$ cat src/common/jct_pkg.sv
// Package for the jump and condition transfer unit
package jct_pkg;

    localparam int          WORD_W       = 24;
    localparam int          ADDR_W       = 15;
    localparam int          FLAG_W       = 6;
    localparam int          PIT_W        = 12;
    localparam int          PIT_AW       = 7;
    localparam logic [5:0]  OPC_KEY      = 6'h00;
    localparam logic [5:0]  OPC_UNCOND   = 6'h01;
    localparam logic [5:0]  OPC_INDEX    = 6'h02;
    localparam logic [5:0]  OPC_COMPARE  = 6'h03;
    localparam logic [5:0]  OPC_DECIMAL  = 6'h38;
    localparam logic [5:0]  OPC_SPECIAL  = 6'h3f;
    localparam logic [5:0]  SUB_PIT_WR   = 6'h34;
    localparam logic [5:0]  SUB_PIT_RD   = 6'h35;
    localparam logic [5:0]  SUB_CHAN_RD  = 6'h2d;
    localparam logic [5:0]  SUB_FLAGS    = 6'h33;
    localparam logic [5:0]  SUB_ORIGIN   = 6'h2e;
    localparam logic [2:0]  FLAGS_SAVE_X = 3'h0;
    localparam logic [2:0]  FLAGS_REST_X = 3'h4;
    localparam logic [2:0]  KEY_RETURN   = 3'h7;
    localparam int          PIT_MOD_BIT  = 11;
    localparam int          FLAG_BOUND   = 0;
    localparam int          FLAG_PSTATE  = 5;
    localparam logic [5:0]  FLAGS_RESET  = 6'h00;
    localparam logic [14:0] IDX_ZERO     = 15'h0000;
    localparam logic [14:0] IDX_NEGZERO  = 15'h7fff;

    typedef enum logic [1:0] {
        JCT_SAME_VALUE,
        JCT_DIFFERS,
        JCT_AT_LEAST,
        JCT_BELOW
    } jct_cmp_t;

    typedef struct packed {
        logic        valid;
        logic [23:0] word;
        logic [14:0] p;
        logic [14:0] eff_addr;
        logic [23:0] acc;
        logic [23:0] aux;
        logic [14:0] idx1;
        logic [14:0] idx2;
        logic [14:0] idx3;
    } jct_req_t;

    typedef struct packed {
        logic        done;
        logic        branch;
        logic [14:0] next_p;
        logic        acc_we;
        logic [23:0] acc;
        logic        idx_we;
        logic [1:0]  idx_sel;
        logic [14:0] idx;
        logic        mem_we;
        logic        mem_monitor;
        logic [14:0] mem_addr;
        logic [14:0] mem_data;
        logic        trap;
    } jct_resp_t;

endpackage : jct_pkg

$ cat src/jct_compare.sv
// Algebraic one's-complement comparison for the compare branches
`timescale 1ns/10ps
`default_nettype none
module jct_compare
    import jct_pkg::*;
#(
    parameter int W = 24
)
(
    // Operands
    input  wire logic [W-1:0]       lhs,
    input  wire logic [W-1:0]       rhs,
    input  wire jct_pkg::jct_cmp_t  sel,
    // Result
    output logic                    hit
);
    logic           eq_val;
    logic           lhs_zero;
    logic           rhs_zero;
    logic           lt_val;
    logic [W:0]     lk;
    logic [W:0]     rk;

    always_comb
    begin
        lhs_zero = (lhs == '0) || (lhs == '1);
        rhs_zero = (rhs == '0) || (rhs == '1);
        eq_val   = (lhs == rhs) || (lhs_zero && rhs_zero);
        // Ordering key: sign bit inverted, negative values kept unflipped, so minus zero sits below plus zero
        lk       = lhs[W-1] ? {1'b0, ~lhs} ^ {1'b0, {W{1'b1}}} : {1'b1, lhs};
        rk       = rhs[W-1] ? {1'b0, ~rhs} ^ {1'b0, {W{1'b1}}} : {1'b1, rhs};
        lt_val   = lk < rk;
        unique case (sel)
            JCT_SAME_VALUE: hit = eq_val;
            JCT_DIFFERS:    hit = !eq_val;
            JCT_AT_LEAST:   hit = !lt_val;
            JCT_BELOW:      hit = lt_val;
        endcase
    end
endmodule : jct_compare
`default_nettype wire

$ cat src/jct_unit.sv
// Jump and condition transfer unit
`timescale 1ns/10ps
`default_nettype none
module jct_unit
    import jct_pkg::*;
#(
    parameter int PIT_DEPTH = 128
)
(
    // Clock and reset
    input  wire logic                clk_sys,
    input  wire logic                rst,
    input  wire logic                clk_en,
    // Instruction request
    input  wire jct_pkg::jct_req_t   req,
    // Surroundings
    input  wire logic [2:0]          channel_index_value,
    input  wire logic [5:0]          jump_keys,
    input  wire logic                multiprog_present,
    input  wire logic                decimal_present,
    input  wire logic                decimal_switch_on,
    input  wire logic [1:0]          decimal_unit_result_flags,
    input  wire logic                int_recognised,
    // Results
    output jct_pkg::jct_resp_t       resp,
    output logic [5:0]               condition_flags,
    output logic [14:0]              last_branch_origin,
    output logic                     int_hold
);

    jct_resp_t      resp_reg;
    jct_resp_t      resp_next;
    logic [5:0]     flags_reg;
    logic [5:0]     flags_next;
    logic [14:0]    origin_reg;
    logic [14:0]    origin_next;
    logic           hold_save_reg;
    logic           hold_save_next;
    logic           hold_exit_reg;
    logic           hold_exit_next;
    logic           int_hold_reg;
    logic           pit_we;
    logic [6:0]     pit_addr;
    logic [11:0]    pit_wdata;
    logic [11:0]    page_index_table [PIT_DEPTH];
    logic           cmp_hit;
    logic [23:0]    cmp_rhs;

    // Field decoding
    logic [5:0]     opc;
    logic [2:0]     fj;
    logic [1:0]     fb;
    logic           fsel;
    logic [14:0]    fm;
    logic [5:0]     sub;
    logic [2:0]     subx;
    logic [14:0]    p_inc;
    logic [14:0]    idx_cur;
    logic           is_jump;

    function automatic logic [14:0] oc_inc(input logic [14:0] v);
        logic [15:0] s;
        s = {1'b0, v} + 16'h0001;
        s = {1'b0, s[14:0]} + {15'h0000, s[15]};
        oc_inc = (s[14:0] == IDX_NEGZERO) ? IDX_ZERO : s[14:0];
    endfunction : oc_inc

    function automatic logic [14:0] oc_dec(input logic [14:0] v);
        logic [15:0] s;
        s = {1'b0, v} + 16'h7ffe;
        s = {1'b0, s[14:0]} + {15'h0000, s[15]};
        oc_dec = (s[14:0] == IDX_NEGZERO) ? IDX_ZERO : s[14:0];
    endfunction : oc_dec

    assign opc     = req.word[23:18];
    assign fj      = req.word[17:15];
    assign fsel    = req.word[17];
    assign fb      = req.word[16:15];
    assign fm      = req.word[14:0];
    assign sub     = req.word[17:12];
    assign subx    = req.word[11:9];
    assign p_inc   = oc_inc(req.p);
    assign cmp_rhs = (opc == OPC_COMPARE && fsel) ? req.aux : 24'h000000;

    always_comb
    begin
        unique case (fb)
            2'd1:    idx_cur = req.idx1;
            2'd2:    idx_cur = req.idx2;
            2'd3:    idx_cur = req.idx3;
            default: idx_cur = IDX_ZERO;
        endcase
    end

    jct_compare #(
        .W   (WORD_W)
    ) u_compare (
        .lhs (req.acc),
        .rhs (cmp_rhs),
        .sel (jct_cmp_t'(fb)),
        .hit (cmp_hit)
    );

    always_comb
    begin
        resp_next      = '0;
        resp_next.next_p = p_inc;
        flags_next     = flags_reg;
        origin_next    = origin_reg;
        hold_save_next = hold_save_reg;
        hold_exit_next = hold_exit_reg;
        pit_we         = 1'b0;
        pit_addr       = 7'(req.word[6:0]);
        pit_wdata      = req.acc[11:0];
        is_jump        = 1'b0;
        if (int_recognised)
            hold_save_next = 1'b1;
        if (req.valid)
        begin
            resp_next.done = 1'b1;
            if (req.word[PIT_MOD_BIT])
                pit_addr = 7'(req.word[6:0] + req.idx2[6:0]);
            unique case (opc)
                OPC_KEY:
                begin
                    is_jump = 1'b1;
                    if (fj == KEY_RETURN)
                    begin
                        resp_next.branch      = 1'b1;
                        resp_next.mem_we      = 1'b1;
                        resp_next.mem_addr    = fm;
                        resp_next.mem_data    = p_inc;
                        resp_next.mem_monitor = flags_reg[FLAG_BOUND];
                        resp_next.next_p      = oc_inc(fm);
                    end
                    else if (fj != 3'd0 && jump_keys[fj - 3'd1])
                    begin
                        resp_next.branch = 1'b1;
                        resp_next.next_p = fm;
                    end
                end
                OPC_UNCOND:
                begin
                    is_jump          = 1'b1;
                    resp_next.branch = 1'b1;
                    resp_next.next_p = req.eff_addr;
                end
                OPC_INDEX:
                begin
                    is_jump = 1'b1;
                    if (fb != 2'd0 && idx_cur != IDX_ZERO)
                    begin
                        resp_next.branch  = 1'b1;
                        resp_next.next_p  = fm;
                        resp_next.idx_we  = 1'b1;
                        resp_next.idx_sel = fb;
                        resp_next.idx     = fsel ? oc_dec(idx_cur)
                                                 : oc_inc(idx_cur);
                    end
                end
                OPC_COMPARE:
                begin
                    is_jump = 1'b1;
                    if (cmp_hit)
                    begin
                        resp_next.branch = 1'b1;
                        resp_next.next_p = fm;
                    end
                end
                OPC_DECIMAL:
                begin
                    is_jump = 1'b1;
                    if (!decimal_present || !decimal_switch_on)
                        resp_next.trap = 1'b1;
                    else if ((fj == 3'd0 && decimal_unit_result_flags == 2'd0)
                          || (fj == 3'd1 && decimal_unit_result_flags == 2'd1)
                          || (fj == 3'd2 && decimal_unit_result_flags == 2'd2))
                    begin
                        resp_next.branch = 1'b1;
                        resp_next.next_p = fm;
                    end
                end
                OPC_SPECIAL:
                begin
                    unique case (sub)
                        SUB_CHAN_RD:
                        begin
                            resp_next.acc_we = 1'b1;
                            resp_next.acc    = {21'h000000, channel_index_value};
                        end
                        SUB_PIT_WR:
                            pit_we = multiprog_present;
                        SUB_PIT_RD:
                        begin
                            resp_next.acc_we = multiprog_present;
                            resp_next.acc    = {12'h000, page_index_table[pit_addr]};
                        end
                        SUB_FLAGS:
                        begin
                            resp_next.acc_we = 1'b1;
                            if (subx == FLAGS_REST_X)
                            begin
                                resp_next.acc  = req.acc;
                                flags_next     = req.acc[5:0];
                                hold_exit_next = 1'b1;
                            end
                            else
                            begin
                                resp_next.acc  = {18'h00000, flags_reg};
                                flags_next     = FLAGS_RESET;
                                hold_save_next = int_recognised;
                            end
                        end
                        SUB_ORIGIN:
                        begin
                            resp_next.acc_we = 1'b1;
                            resp_next.acc    = {9'h000, origin_reg};
                        end
                        default: resp_next.acc = req.acc;
                    endcase
                end
                default: resp_next.acc = req.acc;
            endcase
            if (is_jump && resp_next.branch)
                hold_exit_next = 1'b0;
            if (is_jump && flags_reg[FLAG_PSTATE])
                origin_next = req.p;
        end
    end

    always_ff @(posedge clk_sys or posedge rst)
    begin
        if (rst)
        begin
            resp_reg      <= '0;
            flags_reg     <= FLAGS_RESET;
            origin_reg    <= IDX_ZERO;
            hold_save_reg <= 1'b0;
            hold_exit_reg <= 1'b0;
            int_hold_reg  <= 1'b0;
        end
        else if (clk_en)
        begin
            resp_reg      <= resp_next;
            flags_reg     <= flags_next;
            origin_reg    <= origin_next;
            hold_save_reg <= hold_save_next;
            hold_exit_reg <= hold_exit_next;
            int_hold_reg  <= hold_save_next || hold_exit_next;
        end
    end

    always_ff @(posedge clk_sys)
    begin
        if (clk_en && pit_we)
            page_index_table[pit_addr] <= pit_wdata;
    end

    assign resp               = resp_reg;
    assign condition_flags    = flags_reg;
    assign last_branch_origin = origin_reg;
    assign int_hold           = int_hold_reg;

endmodule : jct_unit
`default_nettype wire

$ cat config.mk
export PLATFORM = sky130hd
export DESIGN_NAME = jct_unit
export DESIGN_NICKNAME = d
export VERILOG_FILES = /design/src/common/jct_pkg.sv /design/src/jct_compare.sv /design/src/jct_unit.sv
export SDC_FILE = /design/constraint.sdc
export NUM_CORES = 2
export LEC_CHECK = 0
export ABC_AREA = 1
export BUFFER_PORTS_ARGS = -buffer_cell sky130_fd_sc_hd__buf_2
export CAP_MARGIN = 15
export CORE_ASPECT_RATIO = 1.1
export CORE_MARGIN = 4
export CORE_UTILIZATION = 50
export DETAILED_ROUTE_END_ITERATION = 8
export HOLD_SLACK_MARGIN = 0.02
export PLACE_DENSITY = 0.68
export SYNTH_ARGS = -nofsm -noshare
export SYNTH_HDL_FRONTEND = slang
export SYNTH_SLANG_ARGS = --single-unit
$ cat constraint.sdc
create_clock -name clk_sys -period 6.82 [get_ports clk_sys]
set_clock_uncertainty 0.1 [all_clocks]
set_input_delay 1.023 -clock clk_sys [delete_from_list [all_inputs] [get_ports clk_sys]]
set_output_delay 1.023 -clock clk_sys [all_outputs]
set_load 0.05 [all_outputs]
; ---- After elaboration in Yosys (flattened, before gate mapping)
; Memories as Yosys holds them, arrays and structs flattened.
; Cells that the tools add are included.
[word_totals]
in_bits = 166
output_inout_bits = 115
elab_cells = 148
memories = 1
mem_bits_rw = 1536
regBits = 117
[memory_table]
columns = name, words, width, read_ports, rd_ports_with_merged_regs, write_ports, line_no
row1 = page_index_table, 128, 12, 1, 0, 1, jct_unit.sv:45  ; logic [11:0] page_index_table [PIT_DEPTH];
[classes]
n_eq_ne = 26
reduce_logical = 34
magnitude_cmp = 2
n_mux = 53
bitwise = 4
addsub = 10
[op_table]
columns = cell, count
row1 = case mux 24 bit (5 select lines), 1
row2 = two-way mux 16 bit, 7
row3 = NOT 24 bit, 4
row4 = two-way mux 93 bit, 1
row5 = case mux 16 bit (5 select lines), 1
row6 = two-way mux 15 bit, 5
row7 = two-way mux 32 bit, 2
row8 = adder 15 x 1 -> 15 bit, 4
row9 = "== test 15 bit, second input constant", 4
row10 = two-way mux 25 bit, 2
row11 = "adder 15 x 1 -> 16 bit, second input constant", 3
row12 = "== test 24 bit, second input constant", 2
row13 = zero test 24 bit, 2
row14 = two-way mux 24 bit, 2
row15 = case mux 24 bit (2 select lines), 1
row16 = case mux 15 bit (3 select lines), 1
row17 = "== test 6 bit, second input constant", 7
row18 = two-way mux 18 bit, 2
row19 = < comparator 25 bit, 1
row20 = == test 24 bit, 1
row21 = two-way mux 1 bit, 21
row22 = two-way mux 7 bit, 3
row23 = "adder 15 x 15 -> 16 bit, second input constant", 1
row24 = nonzero test 15 bit, 1
row25 = other kinds (26), 50

; ---- Logic depth before layout (Yosys ltp)
[logic_depth]
depth_word = 16
depth_mapped = 31
mapped_depth_nobuf = 29

; ---- Modules after synthesis
; Synthesis repeated with hierarchy kept, for this count alone.
[unflattened]
hier_cells = 7199
area_unflattened_um2 = 73947.2
[by_module_without_submodules]
columns = module, cells_each, seq_area_each_um2, n_inst, area_per_inst_um2
row1 = jct_unit, 6986, 49052.0, 1, 72858.6
row2 = jct_compare, 213, 0.0, 1, 1088.5

; ---- Worst setup path after synthesis
; OpenSTA, ideal clock, no wires.
[synth_path]
path_type = input to register
startpoint = input port req[138] (netlist bit)
endpoint = register resp_reg (netlist bit resp[40])
setup_ns = 0.118
arrival_time_ns = 4.110
required_time_ns = 6.602
path_slack_ns = 2.492
n_path_buf = 2
path_stages = 30
path_cell_list = inv_1 -> ha_1 -> buf_6 -> nand2_1 -> nand3_2 -> nand2_2 -> ha_1 -> nand2_2 -> nor2_4 -> nand2_4 -> nor2_4 -> nand2_1 -> ha_1 -> ha_1 -> inv_1 -> nor2_1 -> inv_1 -> nor2_2 -> nand3_2 -> xor2_1 -> nand3_1 -> nor2_1 -> nand2_1 -> nor2_1 -> nand3_4 -> buf_6 -> nand2_1 -> nand2_1 -> nand3_1 -> nand2_1
[synth_between]
elab_chain_len = 10
elab_cells_between_ends = 19
classes_between = add/sub: 4 / eq/ne: 5 / mux: 7 / reduce/logical: 3
[synth_rtl]
columns = element, line_no
row1 = from (decl), jct_unit.sv:15  ; input wire jct_pkg::jct_req_t req,
row2 = == test 2 bit / == test 2 x 1 -> 1 bit (equally long branches), jct_unit.sv:87  ; unique case (fb)
row3 = case mux 15 bit (3 select lines), jct_unit.sv:87
row4 = adder 15 x 1 -> 16 bit / adder 15 x 15 -> 16 bit (equally long branches), "jct_unit.sv:63, jct_unit.sv:70"
row5 = "adder 15 x 1 -> 15 bit, on equally long branches", "jct_unit.sv:64, jct_unit.sv:71"
row6 = "== test 15 bit, on equally long branches", "jct_unit.sv:65, jct_unit.sv:72"
row7 = "two-way mux 15 bit, on equally long branches", "jct_unit.sv:65, jct_unit.sv:72"
row8 = two-way mux 15 bit, jct_unit.sv:157  ; resp_next.idx = fsel ? oc_dec(idx_cur)
row9 = two-way mux 18 bit *, jct_unit.sv:151  ; if (fb != 2'd0 && idx_cur != IDX_ZERO)
row10 = two-way mux 18 bit *, jct_unit.sv:123  ; unique case (opc)
row11 = two-way mux 93 bit *, jct_unit.sv:118  ; if (req.valid)
row12 = to (signal assigned), jct_unit.sv:244  ; resp_reg <= resp_next;
row13 = to (decl), jct_unit.sv:31  ; jct_resp_t resp_reg;
; Mark *: on every way between the ends. The rest lies on a longest branch, timed or not.
; A chain may end at the register's enable or synchronous reset.

; ---- Worst setup path in the final report
[layout_path]
startpoint = input port req[138] (netlist bit)
endpoint = register resp_reg (netlist bit resp[43])
; The elaborated chain is that of the path after synthesis.

==> flow_summary.json <==
{
  "outcome": "completed",
  "mostFrequentLayoutCells": "2490 x nand2_1, 1536 x edfxtp_1, 1443 x nand3_1, 303 x nor2_1, 268 x buf_2",
  "grt_max_degree": 142,
  "seqCellArea_um2": 49100,
  "period_share_pct": 72.4,
  "cpMaxStageDelayCell": "ha_1",
  "clkTransAtPathRegs_ns": 0.06,
  "core_area_um2": 146000,
  "start_util_pct": 50.5,
  "cts_hold_buf": 0,
  "ctsLongestPathBuffers": 3,
  "crit_start": "req[138]",
  "setup.worst_path.end_class": "register",
  "viasPerCell": 5.86,
  "fin_util_pct": 56.7,
  "synthMuxAreaShare_pct": 0.0288,
  "grt_pass1_wl_um": 335000,
  "detail_route.wl_per_cell_um": 23.8,
  "regToRegStartpoint": "page_index_table[41][10]",
  "p_leak_uw": 0.0319,
  "crit_buf_inv": 4,
  "r2r_slack_ns": 4.17,
  "crit_path_max_fanout": 17,
  "die_w_um": 375,
  "synth-compound-area-share_pct": 2.98,
  "hp-class": "in -> async",
  "power-per-cell-area_nw_per_um2": 274,
  "drc_errors": 0,
  "portBuffers": 280,
  "synth_warnings": 0,
  "first_iter_violations": 6935,
  "final_common_cell": "nand2_1",
  "rsz0062_at_grt": "no",
  "synthAdderAreaFrac_pct": 0.856,
  "drt_first_pass_iters": 6,
  "netlist_instances": 7204,
  "criticalPathCategory": "in -> reg",
  "drive_above_1_share_pct": 11.0,
  "clock-sinks": 1653,
  "fin_nets": 7679,
  "rows": 147,
  "die_area_um2": 154000,
  "cts_tree": "done",
  "gp_routability_congestion": 0.967,
  "ant_nets": 0,
  "clk_latency_ns": 0.83,
  "avgSynthCellArea_um2": 10.3,
  "die_y_um": 411,
  "cp_data_required_time_ns": 7.41,
  "multi_input_comb_area_um2": 22200,
  "cp_common_cell": "nand2_1",
  "htreeDepth": 4,
  "overflow": 0,
  "syn-num-nets": 7420,
  "power_uw": 22800,
  "max-vdd-ir-drop_v": 0.000379,
  "final_area_um2": 83000,
  "syn_area_um2": 73900,
  "cts_buffers": 164,
  "totalWireLength_um": 227000,
  "largest_register_ffs": 1536,
  "setup_viol": 0,
  "yosys_register_bits": 1653,
  "io_pins": 281,
  "postCtsSetupBuffers": 0,
  "vias": 55800,
  "worstPathArrival_ns": 5.52,
  "yosys.area.top_type": "edfxtp_1",
  "synth_top_family_by_area": "simple AND/OR/NAND/NOR gates",
  "slew_viol_final": 0,
  "antenna_found_initial": 8,
  "cts_root_buffer": "clkbuf_16",
  "synth-simple-area-share_pct": 25.8,
  "track_usage_pct": 28.6,
  "path_delay_family": "simple AND/OR/NAND/NOR gates",
  "seq_area_frac_synth_pct": 66.4,
  "startpoint_type": "primary input",
  "worstMarginPinSlew_ns": 1.15,
  "synth-xor-area-share_pct": 0.272,
  "finalSetupTns_ns": 0,
  "first_global_vias": 53000,
  "max_stage_delay_ns": 0.82,
  "netlist_top_cells_area": "edfxtp_1 62%, nand2_1 13%, nand3_1 9.8%",
  "synth_top_area_share_pct": 62.4,
  "cap_violations": 0,
  "relSlewSlack_pct": 21.1,
  "yosysUniqueCellTypes": 54,
  "max_freq_mhz": 203,
  "hold_viol": 0,
  "period_needed_ns": 4.94,
  "dpl_cell_area_um2": 77900,
  "fillCellCount": 12500,
  "post-dp-hpwl_um": 141000,
  "synthToLayoutAreaGrowth_pct": 12.3,
  "post_cts_resized": 0
}
## path summary, 6_finish.rpt
kind | endpoint | cells past startpoint
max | resp[43] | 29
min | resp[5] | 2
max reg2reg | resp[61] | 14
min reg2reg | resp[60] | 2
max in group asynchronous | resp[60] | 3
min in group clk_sys | resp[75] | 3
## stage by stage
stage,hold slack (ns),setup slack (ns),std cells
final,0.184,1.88,9526
after CTS,0.166,2.00,9520
after floorplan,0.388,2.49,7204
after global placement,0.355,1.20,9232
after global routing,0.216,1.47,9525
after detailed placement,0.361,1.13,9232
## synthesized netlist by cell type, drive strengths merged
library cell and instances:
buf 229, a21oi 111, edfxtp 1536, clkinv 3
o21bai 1, a21boi 1, xnor2 9, and3 1
or2 2, nor3b 2, nor4 9, mux2i 1
nand4 57, a22oi 14, fa 1, nand3 1461
o221ai 1, o311ai 1, o211ai 1, o21a 3
nor2 332, a31oi 1, nand2 2523, nand3b 9
and2 2, a2111oi 3, dfrtp 117, a221oi 6
a211oi 3, o21ai 237, a32o 10, mux2 1
inv 245, xor2 14, clkbuf 179, nor3 19
o31ai 10, ha 49
## where the power goes
part           internal, uW  switching (uW)  leakage, uW
clock network          4810            3910      0.00247
registers             11100            17.8       0.0154
logic                   722            2220       0.0140
total                 16600            6150       0.0319
## logic make-up after synthesis
logic type               count (synthesis)
AO/OA/AOI/OAI                          403
AND/OR/NAND/NOR                       4417
flip-flops                            1653
buffers and inverters                  656
XOR/XNOR                                23
adder cells (fa/ha/maj)                 50
multiplexers                             2
## layout make-up
class	count	area share [%]
diodes	4	0.0121
repair buffers	501	3.99
inverters	248	1.15
multi-input cells	4895	26.7
clock inverters	76	0.958
flip-flops and latches	1653	59.1
clock buffers	212	5.20
well taps	1937	2.92
## per-layer routing
layer / up-vias / GRT usage [%] / wire, um
met5: - / 0 / 12
met4: 2 / 12.8 / 11000
met3: 499 / 5.02 / 19400
met2: 2750 / 46.3 / 108000
met1: 27100 / 38.1 / 88600
li1: 25400 / - / -
No activity file was read; power rests on OpenSTA's default activity.
